`src/shared/rtc_pkg.sv`:
```
// Shared constants, register map and carrier types for the calendar, adjust and alarm block.
package rtc_pkg;

	// ------------------------------------------------------------------
	// Clock and timing
	// ------------------------------------------------------------------
	localparam int unsigned CLK_HZ          = 100_000_000;
	localparam int unsigned CLK_PERIOD_NS   = 1_000_000_000 / CLK_HZ;
	localparam int unsigned ALARM_DELAY_NS  = 15_000;
	localparam int unsigned ALARM_DELAY_CYC = ALARM_DELAY_NS / CLK_PERIOD_NS;
	localparam logic [16:0] NOMINAL_COUNT   = 17'h08000;

	// ------------------------------------------------------------------
	// Register indices (byte address is four times the index)
	// ------------------------------------------------------------------
	localparam logic [3:0] IDX_WEEKDAY  = 4'h3;
	localparam logic [3:0] IDX_DAY      = 4'h4;
	localparam logic [3:0] IDX_MONTH    = 4'h5;
	localparam logic [3:0] IDX_YEAR     = 4'h6;
	localparam logic [3:0] IDX_ADJUST   = 4'h7;
	localparam logic [3:0] IDX_AL_MIN   = 4'h8;
	localparam logic [3:0] IDX_AL_HOUR  = 4'h9;
	localparam logic [3:0] IDX_AL_MASK  = 4'ha;

	// ------------------------------------------------------------------
	// Implemented bits of each register
	// ------------------------------------------------------------------
	localparam logic [7:0] MASK_WEEKDAY = 8'h07;
	localparam logic [7:0] MASK_DAY     = 8'h3f;
	localparam logic [7:0] MASK_MONTH   = 8'h1f;
	localparam logic [7:0] MASK_YEAR    = 8'hff;
	localparam logic [7:0] MASK_ADJUST  = 8'hff;
	localparam logic [7:0] MASK_AL_MIN  = 8'h7f;
	localparam logic [7:0] MASK_AL_HOUR = 8'h3f;
	localparam logic [7:0] MASK_AL_WDAY = 8'h7f;

	// ------------------------------------------------------------------
	// Adjustment register fields
	// ------------------------------------------------------------------
	localparam int unsigned ADJ_INTERVAL_BIT = 7;
	localparam int unsigned ADJ_DIR_BIT      = 6;

	// ------------------------------------------------------------------
	// Calendar values in packed BCD
	// ------------------------------------------------------------------
	localparam logic [7:0] DAY_FIRST   = 8'h01;
	localparam logic [7:0] MONTH_FIRST = 8'h01;
	localparam logic [7:0] MONTH_LAST  = 8'h12;
	localparam logic [7:0] MONTH_FEB   = 8'h02;
	localparam logic [7:0] MONTH_APR   = 8'h04;
	localparam logic [7:0] MONTH_JUN   = 8'h06;
	localparam logic [7:0] MONTH_SEP   = 8'h09;
	localparam logic [7:0] MONTH_NOV   = 8'h11;
	localparam logic [7:0] YEAR_FIRST  = 8'h00;
	localparam logic [7:0] YEAR_LAST   = 8'h99;
	localparam logic [7:0] DAYS_31     = 8'h31;
	localparam logic [7:0] DAYS_30     = 8'h30;
	localparam logic [7:0] DAYS_29     = 8'h29;
	localparam logic [7:0] DAYS_28     = 8'h28;
	localparam logic [7:0] SEC_00      = 8'h00;
	localparam logic [7:0] SEC_20      = 8'h20;
	localparam logic [7:0] SEC_40      = 8'h40;
	localparam logic [2:0] WEEKDAY_LAST = 3'h6;

	// ------------------------------------------------------------------
	// Carrier types
	// ------------------------------------------------------------------
	typedef struct packed {
		logic        cyc;
		logic        stb;
		logic        we;
		logic [7:0]  adr;
		logic [3:0]  sel;
		logic [31:0] dat;
	} wb_req_s;

	typedef struct packed {
		logic [7:0] sec;
		logic [7:0] min;
		logic [7:0] hour;
	} time_now_s;

	typedef struct packed {
		logic [7:0] day;
		logic [7:0] month;
		logic [7:0] year;
		logic [2:0] weekday;
	} calendar_s;

	typedef enum logic [1:0] {
		AL_IDLE  = 2'b00,
		AL_DELAY = 2'b01,
		AL_HELD  = 2'b11
	} alarm_state_e;

endpackage

```
`src/verilog/rtc_calendar_adjust_weekly_alarm.sv`:
```
// Calendar counters, second-length adjustment and weekly alarm compare behind a Wishbone slave.
//
// Notes on behaviour
// - Day counts 1 to 31/30/29/28 by month; February 29 only in leap years.
// - Day wrapping from last day to 1 advances the month.
// - Month counts 1 to 12; wrapping 12 to 1 advances the year.
// - Day, month and year are held as packed BCD tens and units.
// - Interval bit clear: correction at seconds 00, 20 and 40.
// - Interval bit set: correction only at second 00.
// - Direction 0 lengthens the second by (magnitude minus one) times two counts.
// - Direction 1 shortens it by (inverted magnitude plus one) times two.
// - Magnitude bits five to one all zero means no correction.
// - A correction instant coinciding with an adjust write is skipped.
// - Correction changes one second's 32768 oscillator count, that second only.
// - The delivered 32.768 kHz clock is never altered.
// - Alarm hour bit 5 is PM flag in 12-hour, tens-of-20 in 24-hour.
// - In 12-hour mode midnight is 12 and noon is 32.
// - Each of seven mask bits selects one weekday value 000 to 110.
// - All mask bits zero means no weekly alarm ever.
// - Power-on flag clears the adjust register to zero.
// - Weekday counts 000 to 110 and wraps, stepping with the day.
// - Weekly alarm flag sets about 15 us after a match when enabled.
module rtc_calendar_adjust_weekly_alarm #(
	parameter int unsigned ALARM_DELAY = rtc_pkg::ALARM_DELAY_CYC
) (
	// Clock and reset
	input  wire logic               clk_i,
	input  wire logic               rst_i,
	// Wishbone slave
	input  wire rtc_pkg::wb_req_s   wb_req_i,
	output logic [31:0]             wb_dat_o,
	output logic                    wb_ack_o,
	// Oscillator pin and its delivered copy
	input  wire logic               osc_i,
	output logic                    clk32k_o,
	// Neighbouring time logic
	input  wire rtc_pkg::time_now_s time_now_i,
	input  wire logic               day_carry_i,
	output logic                    second_tick_o,
	output rtc_pkg::calendar_s      calendar_o,
	// Control and flag logic
	input  wire logic               power_on_flag_i,
	input  wire logic               weekly_alarm_enable_i,
	input  wire logic               weekly_alarm_clear_i,
	output logic                    weekly_alarm_flag_o
);

	// ------------------------------------------------------------------
	// Parameter check
	// ------------------------------------------------------------------
	if (ALARM_DELAY < 1 || ALARM_DELAY > 65535) begin : g_bad_delay
		$error("ALARM_DELAY must lie between 1 and 65535");
	end

	// ------------------------------------------------------------------
	// Helpers
	// ------------------------------------------------------------------
	function automatic logic [7:0] bcd_inc(input logic [7:0] v);
		if (v[3:0] == 4'h9) begin
			bcd_inc = {v[7:4] + 4'h1, 4'h0};
		end else begin
			bcd_inc = {v[7:4], v[3:0] + 4'h1};
		end
	endfunction

	function automatic logic is_leap(input logic [7:0] y);
		// Even tens need units 0, 4 or 8; odd tens need units 2 or 6.
		if (y[4] == 1'b0) begin
			is_leap = (y[3:0] == 4'h0) || (y[3:0] == 4'h4) || (y[3:0] == 4'h8);
		end else begin
			is_leap = (y[3:0] == 4'h2) || (y[3:0] == 4'h6);
		end
	endfunction

	function automatic logic [7:0] last_day(input logic [7:0] m, input logic leap);
		case (m)
			rtc_pkg::MONTH_FEB: last_day = leap ? rtc_pkg::DAYS_29 : rtc_pkg::DAYS_28;
			rtc_pkg::MONTH_APR,
			rtc_pkg::MONTH_JUN,
			rtc_pkg::MONTH_SEP,
			rtc_pkg::MONTH_NOV: last_day = rtc_pkg::DAYS_30;
			default:            last_day = rtc_pkg::DAYS_31;
		endcase
	endfunction

	// ------------------------------------------------------------------
	// Wishbone slave
	// ------------------------------------------------------------------
	// Ack comes one cycle after the request; writes land on the ack edge,
	// which is the edge at which the master samples ack high.
	logic        wb_req;
	logic [3:0]  wb_idx;
	logic        wb_mapped;
	logic        wr_fire;
	logic        ack_q;
	logic        ack_d;
	logic [31:0] rdat_q;
	logic [31:0] rdat_d;

	rtc_pkg::calendar_s cal_q;
	rtc_pkg::calendar_s cal_d;
	logic [7:0]  adj_q;
	logic [7:0]  adj_d;
	logic [7:0]  amin_q;
	logic [7:0]  amin_d;
	logic [7:0]  ahour_q;
	logic [7:0]  ahour_d;
	logic [7:0]  amask_q;
	logic [7:0]  amask_d;
	logic        flag_q;

	assign wb_req    = wb_req_i.cyc & wb_req_i.stb;
	assign wb_idx    = wb_req_i.adr[5:2];
	assign wb_mapped = (wb_req_i.adr[7:6] == 2'b00) && (wb_req_i.adr[1:0] == 2'b00);
	assign wr_fire   = wb_req & ack_q & wb_req_i.we & wb_req_i.sel[0] & wb_mapped;

	always_comb begin
		ack_d  = wb_req & ~ack_q;
		rdat_d = 32'h0;
		if (wb_req && !ack_q && wb_mapped) begin
			case (wb_idx)
				rtc_pkg::IDX_WEEKDAY: rdat_d[2:0] = cal_q.weekday;
				rtc_pkg::IDX_DAY:     rdat_d[7:0] = cal_q.day;
				rtc_pkg::IDX_MONTH:   rdat_d[7:0] = cal_q.month;
				rtc_pkg::IDX_YEAR:    rdat_d[7:0] = cal_q.year;
				rtc_pkg::IDX_ADJUST:  rdat_d[7:0] = adj_q;
				rtc_pkg::IDX_AL_MIN:  rdat_d[7:0] = amin_q;
				rtc_pkg::IDX_AL_HOUR: rdat_d[7:0] = ahour_q;
				rtc_pkg::IDX_AL_MASK: rdat_d[7:0] = amask_q;
				default:              rdat_d      = 32'h0;
			endcase
		end
	end

	always_ff @(posedge clk_i) begin
		if (rst_i) begin
			ack_q  <= 1'b0;
			rdat_q <= 32'h0;
		end else begin
			ack_q  <= ack_d;
			rdat_q <= rdat_d;
		end
	end

	assign wb_ack_o = ack_q;
	assign wb_dat_o = rdat_q;

	// ------------------------------------------------------------------
	// Calendar and programmed registers
	// ------------------------------------------------------------------
	logic [7:0] month_end;
	logic       year_leap;

	assign year_leap = is_leap(cal_q.year);
	assign month_end = last_day(cal_q.month, year_leap);

	always_comb begin
		cal_d   = cal_q;
		adj_d   = adj_q;
		amin_d  = amin_q;
		ahour_d = ahour_q;
		amask_d = amask_q;
		if (day_carry_i) begin
			if (cal_q.weekday == rtc_pkg::WEEKDAY_LAST) begin
				cal_d.weekday = 3'h0;
			end else begin
				cal_d.weekday = cal_q.weekday + 3'h1;
			end
			if (cal_q.day == month_end) begin
				cal_d.day = rtc_pkg::DAY_FIRST;
				if (cal_q.month == rtc_pkg::MONTH_LAST) begin
					cal_d.month = rtc_pkg::MONTH_FIRST;
					if (cal_q.year == rtc_pkg::YEAR_LAST) begin
						cal_d.year = rtc_pkg::YEAR_FIRST;
					end else begin
						cal_d.year = bcd_inc(cal_q.year);
					end
				end else begin
					cal_d.month = bcd_inc(cal_q.month);
				end
			end else begin
				cal_d.day = bcd_inc(cal_q.day);
			end
		end
		// A host write in the carry cycle takes precedence over the carry.
		if (wr_fire) begin
			case (wb_idx)
				rtc_pkg::IDX_WEEKDAY: cal_d.weekday = wb_req_i.dat[2:0];
				rtc_pkg::IDX_DAY:     cal_d.day     = wb_req_i.dat[7:0] & rtc_pkg::MASK_DAY;
				rtc_pkg::IDX_MONTH:   cal_d.month   = wb_req_i.dat[7:0] & rtc_pkg::MASK_MONTH;
				rtc_pkg::IDX_YEAR:    cal_d.year    = wb_req_i.dat[7:0] & rtc_pkg::MASK_YEAR;
				rtc_pkg::IDX_ADJUST:  adj_d         = wb_req_i.dat[7:0] & rtc_pkg::MASK_ADJUST;
				rtc_pkg::IDX_AL_MIN:  amin_d        = wb_req_i.dat[7:0] & rtc_pkg::MASK_AL_MIN;
				rtc_pkg::IDX_AL_HOUR: ahour_d       = wb_req_i.dat[7:0] & rtc_pkg::MASK_AL_HOUR;
				rtc_pkg::IDX_AL_MASK: amask_d       = wb_req_i.dat[7:0] & rtc_pkg::MASK_AL_WDAY;
				default:              adj_d         = adj_q;
			endcase
		end
		if (power_on_flag_i) begin
			adj_d = 8'h00;
		end
	end

	// Calendar and alarm values have no documented power-up value; a plain
	// date is loaded so that simulation starts from a real calendar.
	always_ff @(posedge clk_i) begin
		if (rst_i) begin
			cal_q   <= '{day: rtc_pkg::DAY_FIRST, month: rtc_pkg::MONTH_FIRST,
			             year: rtc_pkg::YEAR_FIRST, weekday: 3'h0};
			adj_q   <= 8'h00;
			amin_q  <= 8'h00;
			ahour_q <= 8'h00;
			amask_q <= 8'h00;
		end else begin
			cal_q   <= cal_d;
			adj_q   <= adj_d;
			amin_q  <= amin_d;
			ahour_q <= ahour_d;
			amask_q <= amask_d;
		end
	end

	assign calendar_o = cal_q;

	// ------------------------------------------------------------------
	// Oscillator synchroniser and second divider
	// ------------------------------------------------------------------
	logic        osc_s1_q;
	logic        osc_s2_q;
	logic        osc_s3_q;
	logic        osc_lvl_q;
	logic        osc_lvl_d;
	logic        osc_rise;
	logic [16:0] cnt_q;
	logic [16:0] cnt_d;
	logic        apply_q;
	logic        apply_d;
	logic        tick_q;
	logic        tick_d;
	logic [5:0]  adj_mag;
	logic        corr_on;
	logic        sec_instant;
	logic [16:0] sec_len;

	assign adj_mag = adj_q[5:0];
	assign corr_on = apply_q && (adj_mag[5:1] != 5'h00);

	// Instants follow the seconds value of the second that is starting.
	assign sec_instant = (time_now_i.sec == rtc_pkg::SEC_00) ||
		(!adj_q[rtc_pkg::ADJ_INTERVAL_BIT] &&
		 ((time_now_i.sec == rtc_pkg::SEC_20) || (time_now_i.sec == rtc_pkg::SEC_40)));

	always_comb begin
		sec_len = rtc_pkg::NOMINAL_COUNT;
		if (corr_on) begin
			if (!adj_q[rtc_pkg::ADJ_DIR_BIT]) begin
				sec_len = rtc_pkg::NOMINAL_COUNT + {10'h000, adj_mag - 6'h01, 1'b0};
			end else begin
				sec_len = rtc_pkg::NOMINAL_COUNT - {10'h000, ~adj_mag + 6'h01, 1'b0};
			end
		end
	end

	always_comb begin
		osc_lvl_d = osc_lvl_q;
		if (osc_s2_q == osc_s3_q) begin
			osc_lvl_d = osc_s3_q;
		end
		cnt_d   = cnt_q;
		apply_d = apply_q;
		tick_d  = 1'b0;
		if (osc_rise) begin
			if (cnt_q == sec_len - 17'h00001) begin
				cnt_d   = 17'h00000;
				tick_d  = 1'b1;
				apply_d = 1'b0;
			end else begin
				cnt_d = cnt_q + 17'h00001;
			end
			if (cnt_q == 17'h00000) begin
				apply_d = sec_instant;
			end
		end
		if (wr_fire && wb_idx == rtc_pkg::IDX_ADJUST) begin
			apply_d = 1'b0;
		end
	end

	assign osc_rise = (osc_s2_q == osc_s3_q) && osc_s3_q && !osc_lvl_q;

	always_ff @(posedge clk_i) begin
		if (rst_i) begin
			osc_s1_q  <= 1'b0;
			osc_s2_q  <= 1'b0;
			osc_s3_q  <= 1'b0;
			osc_lvl_q <= 1'b0;
			cnt_q     <= 17'h00000;
			apply_q   <= 1'b0;
			tick_q    <= 1'b0;
		end else begin
			osc_s1_q  <= osc_i;
			osc_s2_q  <= osc_s1_q;
			osc_s3_q  <= osc_s2_q;
			osc_lvl_q <= osc_lvl_d;
			cnt_q     <= cnt_d;
			apply_q   <= apply_d;
			tick_q    <= tick_d;
		end
	end

	// The delivered clock is the filtered oscillator level, untouched by the divider.
	assign clk32k_o      = osc_lvl_q;
	assign second_tick_o = tick_q;

	// ------------------------------------------------------------------
	// Weekly alarm
	// ------------------------------------------------------------------
	// Hour compare is on the raw six bits, so bit 5 means PM or twenty and
	// 12 or 32 mean midnight or noon in both the alarm and the time counter.
	rtc_pkg::alarm_state_e st_q;
	rtc_pkg::alarm_state_e st_d;
	logic [15:0] dly_q;
	logic [15:0] dly_d;
	logic        flag_d;
	logic        al_match;
	logic        al_fire;

	assign al_match = (time_now_i.hour[5:0] == ahour_q[5:0]) &&
		(time_now_i.min == amin_q) &&
		amask_q[cal_q.weekday];

	always_comb begin
		st_d    = st_q;
		dly_d   = dly_q;
		al_fire = 1'b0;
		case (st_q)
			rtc_pkg::AL_IDLE: begin
				dly_d = 16'h0000;
				if (al_match && weekly_alarm_enable_i) begin
					st_d = rtc_pkg::AL_DELAY;
				end
			end
			rtc_pkg::AL_DELAY: begin
				dly_d = dly_q + 16'h0001;
				if (dly_q == 16'(ALARM_DELAY - 1)) begin
					al_fire = 1'b1;
					st_d    = rtc_pkg::AL_HELD;
				end
			end
			rtc_pkg::AL_HELD: begin
				if (!al_match) begin
					st_d = rtc_pkg::AL_IDLE;
				end
			end
			default: st_d = rtc_pkg::AL_IDLE;
		endcase
		if (!weekly_alarm_enable_i) begin
			st_d = rtc_pkg::AL_IDLE;
		end
		// A new alarm wins over a clear in the same cycle.
		flag_d = flag_q;
		if (weekly_alarm_clear_i) begin
			flag_d = 1'b0;
		end
		if (al_fire) begin
			flag_d = 1'b1;
		end
		if (!weekly_alarm_enable_i) begin
			flag_d = 1'b0;
		end
	end

	always_ff @(posedge clk_i) begin
		if (rst_i) begin
			st_q   <= rtc_pkg::AL_IDLE;
			dly_q  <= 16'h0000;
			flag_q <= 1'b0;
		end else begin
			st_q   <= st_d;
			dly_q  <= dly_d;
			flag_q <= flag_d;
		end
	end

	assign weekly_alarm_flag_o = flag_q;

	// ------------------------------------------------------------------
	// Assertions
	// ------------------------------------------------------------------
	a_day_to_month: assert property (@(posedge clk_i) disable iff (rst_i)
		(day_carry_i && !wr_fire && cal_q.day == month_end && cal_q.month == 8'h05)
		|=> (cal_q.day == 8'h01 && cal_q.month == 8'h06))
		else $error("day wrap did not advance the month");

	a_month_to_year: assert property (@(posedge clk_i) disable iff (rst_i)
		(day_carry_i && !wr_fire && cal_q.day == 8'h31 && cal_q.month == 8'h12)
		|=> (cal_q.month == 8'h01 && cal_q.year != $past(cal_q.year)))
		else $error("month wrap did not advance the year");

	a_feb_leap_day: assert property (@(posedge clk_i) disable iff (rst_i)
		(day_carry_i && !wr_fire && cal_q.month == 8'h02 && cal_q.day == 8'h28)
		|=> (cal_q.day == (is_leap($past(cal_q.year)) ? 8'h29 : 8'h01)))
		else $error("february length wrong");

	a_weekday_wrap: assert property (@(posedge clk_i) disable iff (rst_i)
		(day_carry_i && !wr_fire && cal_q.weekday == 3'h6) |=> (cal_q.weekday == 3'h0))
		else $error("weekday did not wrap after 110");

	a_adjust_por_clear: assert property (@(posedge clk_i) disable iff (rst_i)
		power_on_flag_i |=> (adj_q == 8'h00))
		else $error("power-on flag did not clear adjust register");

	a_adjust_write_skip: assert property (@(posedge clk_i) disable iff (rst_i)
		(wr_fire && wb_idx == 4'h7) |=> !apply_q)
		else $error("correction survived an adjust write");

	a_small_mag_none: assert property (@(posedge clk_i) disable iff (rst_i)
		(adj_q[5:1] == 5'h00) |-> (sec_len == 17'h08000))
		else $error("correction applied with small magnitude");

	a_shorten_len: assert property (@(posedge clk_i) disable iff (rst_i)
		(apply_q && adj_q == 8'h7e) |-> (sec_len == 17'h07ffc))
		else $error("shortened second has wrong length");

	a_mask_zero_quiet: assert property (@(posedge clk_i) disable iff (rst_i)
		(amask_q == 8'h00) |-> (!al_match && st_q != rtc_pkg::AL_DELAY))
		else $error("alarm matched with empty weekday mask");

	// Cycles since a match was taken, counted apart from the delay state so
	// that the delay is checked end to end; enable low clears the count to zero.
	logic [16:0] gap_q;
	logic [16:0] gap_d;

	always_comb begin
		gap_d = gap_q;
		if (!weekly_alarm_enable_i) begin
			gap_d = 17'h00000;
		end else if (st_q == rtc_pkg::AL_IDLE && al_match) begin
			gap_d = 17'h00001;
		end else if (gap_q != 17'h00000 && gap_q != 17'h1ffff) begin
			gap_d = gap_q + 17'h00001;
		end
	end

	always_ff @(posedge clk_i) begin
		if (rst_i) begin
			gap_q <= 17'h00000;
		end else begin
			gap_q <= gap_d;
		end
	end

	a_flag_delay: assert property (@(posedge clk_i) disable iff (rst_i)
		$rose(flag_q) |-> (gap_q == 17'(ALARM_DELAY + 1)))
		else $error("weekly alarm flag rose at the wrong time");

	a_flag_on_time: assert property (@(posedge clk_i) disable iff (rst_i)
		(gap_q == 17'(ALARM_DELAY + 1)) |-> flag_q)
		else $error("weekly alarm flag not set after the match delay");

	a_ack_single: assert property (@(posedge clk_i) disable iff (rst_i)
		ack_q |=> !ack_q)
		else $error("ack held longer than one cycle");

endmodule

```
`config.mk`:
```
export PLATFORM = sky130hd
export DESIGN_NAME = rtc_calendar_adjust_weekly_alarm
export DESIGN_NICKNAME = d
export VERILOG_FILES = /design/src/shared/rtc_pkg.sv /design/src/verilog/rtc_calendar_adjust_weekly_alarm.sv
export SDC_FILE = /design/constraint.sdc
export NUM_CORES = 1
export LEC_CHECK = 0
export ABC_AREA = 1
export BUFFER_PORTS_ARGS = -buffer_cell sky130_fd_sc_hd__buf_2
export CAP_MARGIN = 20
export CORE_UTILIZATION = 50
export DETAILED_ROUTE_END_ITERATION = 16
export HOLD_SLACK_MARGIN = 0.08
export PLACE_DENSITY = 0.74
export SYNTH_ARGS = -nofsm -noshare
export SYNTH_HDL_FRONTEND = slang
export SYNTH_SLANG_ARGS = --single-unit
```
`constraint.sdc`:
```
create_clock -name clk_i -period 4.2 [get_ports clk_i]
set_input_delay 0.42 -clock clk_i [delete_from_list [all_inputs] [get_ports clk_i]]
set_output_delay 0.42 -clock clk_i [all_outputs]
set_load 0.02 [all_outputs]
```
# Yosys cells after proc, flatten, opt, wreduce, memory -nomap -nowiden
# Index checks and enable logic that the tools add are counted.
word_totals:
  register_bits: 130
  in_bits: 78
  out_inout_bits: 63
  word_cells: 161
op_classes:
  addsub: 14
  magnitude_cmp: 1
  eq_ne: 36
  mux: 37
  n_bitwise: 11
  n_reduce_logical: 41
op_table:
  columns: ["operator", "count"]
  rows:
  - ["$mux W8", 10]
  - ["$mux W27", 2]
  - ["$mux W17", 3]
  - ["$pmux W5 S7", 1]
  - ["$pmux W16 S2", 1]
  - ["$eq A4 B4 Y1 const B", 7]
  - ["$add A4 B1 Y4 const B", 6]
  - ["$eq A4 B3 Y1 const B", 6]
  - ["$pmux W3 S8", 1]
  - ["$add A16 B7 Y17 const A", 1]
  - ["$add A17 B1 Y17 const B", 1]
  - ["$eq A17 B17 Y1", 1]
  - ["$logic_not A17 Y1", 1]
  - ["$sub A16 B7 Y17 const A", 1]
  - ["$sub A17 B1 Y17 const B", 1]
  - ["$add A16 B1 Y16 const B", 1]
  - ["$eq A16 B11 Y1 const B", 1]
  - ["$eq A8 B3 Y1 const B", 2]
  - ["$eq A8 B5 Y1 const B", 2]
  - ["$mux W16", 1]
  - ["$logic_and A1 B1 Y1", 11]
  - ["$mux W1", 10]
  - ["$pmux W5 S2", 1]
  - ["$reduce_and A2 Y1", 5]
  - ["other kinds (35)", 63]

# Logic depth before layout (Yosys ltp)
depth:
  word_depth: 11
  mapped_depth: 22

# Worst setup path after synthesis
# Ideal clock, no wire load.
synth_path:
  path_type: "reg2reg"
  start: "register adj_q[0]"
  end: "register cnt_q[15]"
  setup_time_ps: 124
  arrival_ps: 2876
  t_required_ps: 4076
  slack_ps: 1200
  stages_incl_launch_ff: 21
  path_buffers: 1
  synth_period_minus_slack_ps: 3000
  path_cell_list: "dfxtp_1 > inv_2 > ha_1 > inv_1 > nand2_1 > nor4_1 > ha_1 > or2_2 > nand3_1 > nand3_1 > nor2_1 > nand2_1 > nand2_1 > nand2_1 > nor2_1 > nand2_1 > nor2_2 > nand3_4 > nand2_4 > buf_12 > nor2_4"
synth_between:
  elab_chain_len: 8
synth_lines:
  columns: ["element", "line_no", "source"]
  rows:
  - ["start, declared", "rtc_calendar_adjust_weekly_alarm.sv:102", "logic [7:0] adj_q;"]
  - ["start signal, assigned", "rtc_calendar_adjust_weekly_alarm.sv:216", "adj_q <= adj_d;"]
  - ["$not A6 Y6", "rtc_calendar_adjust_weekly_alarm.sv:259", "sec_len = rtc_pkg::NOMINAL_COUNT - {10'h000, ~adj_mag + 6'h01, 1'b0};"]
  - ["$add A6 B1 Y6", "rtc_calendar_adjust_weekly_alarm.sv:259", null]
  - ["$sub A16 B7 Y17", "rtc_calendar_adjust_weekly_alarm.sv:259", null]
  - ["$mux W17 *", "rtc_calendar_adjust_weekly_alarm.sv:256", "if (!adj_q[rtc_pkg::ADJ_DIR_BIT]) begin"]
  - ["$mux W17 *", "rtc_calendar_adjust_weekly_alarm.sv:255", "if (corr_on) begin"]
  - ["$sub A17 B1 Y17 *", "rtc_calendar_adjust_weekly_alarm.sv:273", "if (cnt_q == sec_len - 17'h00001) begin"]
  - ["$eq A17 B17 Y1 *", "rtc_calendar_adjust_weekly_alarm.sv:273", null]
  - ["$mux W17 *", "rtc_calendar_adjust_weekly_alarm.sv:273", null]
  - ["end signal, assigned", "rtc_calendar_adjust_weekly_alarm.sv:305", "cnt_q <= cnt_d;"]
  - ["end, declared", "rtc_calendar_adjust_weekly_alarm.sv:234", "logic [16:0] cnt_q;"]
# Mark *: on every way between the ends. The rest lies on a longest branch, timed or not.
# A chain may end at the register's enable or synchronous reset.

# Worst setup path in the final report
layout_path:
  start: "register adj_q[0]"
  end: "register cnt_q[5]"
# The elaborated chain is that of the path after synthesis.

==> impl_metrics.yaml <==
yosys:
  synth.most_common_cell: "nand2_1"
  synthCells: 975
  synthTopCellsByCount: "160 x nand2_1, 137 x inv_1, 106 x dfxtp_1"
  synth_area_leaders: "dfxtp_1 31%, nand2_1 8.9%, inv_1 7.6%"
  netlist_area_um2: 6760
  yosys.area.top_type: "dfxtp_1"
  synth-seq-area-share_pct: 31.4
  async_flop_share_pct: 0
  yosysUniqueCellTypes: 50
  avgSynthCellArea_um2: 6.93
  ys_warn_count: 0
  synth-edff-count: 0
  synth_top_area_share_pct: 31.4
  ys_ff_latch: 106
  ys.flop_type: "dfxtp_1"
die:
  die_height_um: 118
  io_pins: 141
  rows: 42
  die_w_um: 118
  start_util_pct: 51.2
  core-area_um2: 13200
  fp.dieArea_um2: 14000
setup_path:
  crit_required_ns: 4.44
  crit_path_top_delay_cell: "dfxtp_1"
  crit_arrival_ns: 3.72
  critPathMostFrequentCell: "nand2_1"
  crit_path_start_kind: "flip-flop"
  path_cells: "inv_2 -> ha_1 -> inv_1 -> nand2_1 -> nand2_1 -> nand2_1 -> nor4_1 -> ha_1 -> or2_2 -> nand3_1 -> nand3_1 -> nor2_1 -> nand2_1 -> nand2_1 -> nand2_1 -> nor2_1 -> nand2_1 -> nor2_2 -> nand3_4 -> nand2_4 -> nor2_1"
  critPathTopFamily: "simple AND/OR/NAND/NOR gates"
  max_stage_delay_ns: 0.46
  end_kind: "flip-flop"
  crit_fanout: 11
  critPathBufInv: 2
  worstSetupPathType: "flip-flop to flip-flop"
timing:
  relSlewSlack_pct: 48.3
  finalMaxSlewViolations: 0
  period_minus_slack_ns: 3.48
  hold_viol: 0
  clock_skew_ns: 0.0120
  finalCritPeriodShare_pct: 82.8
  tightest_slew_ns: 0.772
  setup_viol: 0
  fin_hold_ws_ns: 0.268
  fin_tns_setup_ns: 0
  fmax_ghz: 0.287
  rsz0062_at_grt: "no"
pwr:
  finalPower_mw: 2.02
  power_density_nw_per_um2: 268
  p_leak_nw: 3.19
  vdd_drop_max_mv: 0.250
grt:
  antenna_found_initial: 1
  grt_pass1_wl_um: 29400
  grt_max_degree: 27
  grt_pass1_vias: 5970
  grt-ovfl-total: 0
  gr-usage-all-layers_pct: 26.6
worst_hold_path:
  hold_path_class: "input pin to flip-flop"
route:
  drt_first_pass_iters: 5
  drc: 0
  finalWirelength_um: 17800
  via_per_inst: 5.37
  wire_per_inst_um: 14.4
  ant_nets: 0
  drt_iter0_markers: 485
  vias: 6646
cts:
  h-tree-depth: 3
  holdBufCountCts: 0
  cts_tree: "yes"
  clk_latency_ns: 0.36
  post-cts-setup-buffers: 0
  clockBufferDepth: 2
  ctsResizeCount: 0
  cts_root_buf: "clkbuf_16"
  cts.sinks: 106
  clk_pin_slew_ns: 0.07
  numCtsBuffers: 9
final_layout:
  ff_latch_area_um2: 2120
  syn_to_final_growth_pct: 11.5
  multiInputGateArea_um2: 3880
  fin_util_pct: 57.1
  nets: 1151
  drive_above_1_share_pct: 16.5
  antenna_cells: 0
  fillCellCount: 1293
placed_design:
  dp_hpwl_um: 13600
  gp_congestion: 0.940
  io_buffers: 87
flow_run:
  cap_violations: 0
run_status:
  status: "finished, final reports clean"
worst min-delay path: cells and delay by family:
kind	cells	cell delay, ns
buffers and inverters	2	0.11
AND/OR/NAND/NOR	1	0.06
flip-flops by register name (all words and copies together), names as in the netlist, 2 cells and up:
name and count:
adj_q 8, ahour_q 6, amask_q 7, amin_q 7, calendar_o 27, cnt_q 17, dly_q 16, st_q 2
wb_dat_o 8
where the power goes:
part           leakage (nW)  internal (mW)  switching [mW]
clock                 0.141          0.465           0.388
combinational          2.19         0.0416          0.0997
sequential            0.855           1.01          0.0105
total                  3.19           1.52           0.498
area by class of cell:
type	instances	share of cell area, %
Tap cell	176	2.92
Clock inverter	5	0.831
Timing Repair Buffer	88	5.88
Clock buffer	10	3.04
Sequential cell	106	28.2
Inverter	151	7.56
Multi-Input combinational cell	701	51.6
worst paths after layout:
check	depth (start not counted)	to	slack, ns	start
worst min-delay path	3	osc_s1_q	0.27	osc_i
worst min register to register	2	osc_s2_q	0.41	osc_s1_q
worst max register to register	21	cnt_q[5]	0.72	adj_q[0]
worst max-delay path	21	cnt_q[5]	0.72	adj_q[0]
stage by stage:
step / area, µm² / worst slack, ns / std cells
4_1_cts: 7530 / 0.711 / 1237
3_5_place_dp: 7240 / 0.762 / 1222
5_1_grt: 7530 / 0.301 / 1237
2_1_floorplan: 6840 / 1.20 / 998
6_report: 7530 / 0.721 / 1237
3_3_place_gp: 7240 / 0.782 / 1222
cell families (layout without fill, tap and decap cells):
group	count (synthesis)	count (layout)	synth area share, %
buf+inv	191	254	12.4
compound gates	200	200	17.1
xor+xnor	32	32	4.26
flops	106	106	31.4
simple gates	429	429	31.9
fa+ha+maj	16	16	2.96
other cells	1	24	0.0555
metal layers:
layer / global-route usage [%] / vias to the layer above / share of wire [%]
li1: - / 3356 / -
met1: 35.1 / 2983 / 44
met2: 42.0 / 270 / 46
met3: 5.98 / 37 / 7.2
met4: 10.3 / 0 / 2.9
met5: 0 / - / 0
layout by cell type (no fill, tap or decap), types with 21 or more instances in the layout:
cell,count
nand4_1,21
xor2_1,26
buf_2,87
a21oi_1,70
o21ai_0,62
inv_1,137
nor2_1,105
dfxtp_1,106
nand2_1,160
conb_1,24
nand3_1,43
nor3_1,22
Note: power is estimated with default switching activity, not from simulation.
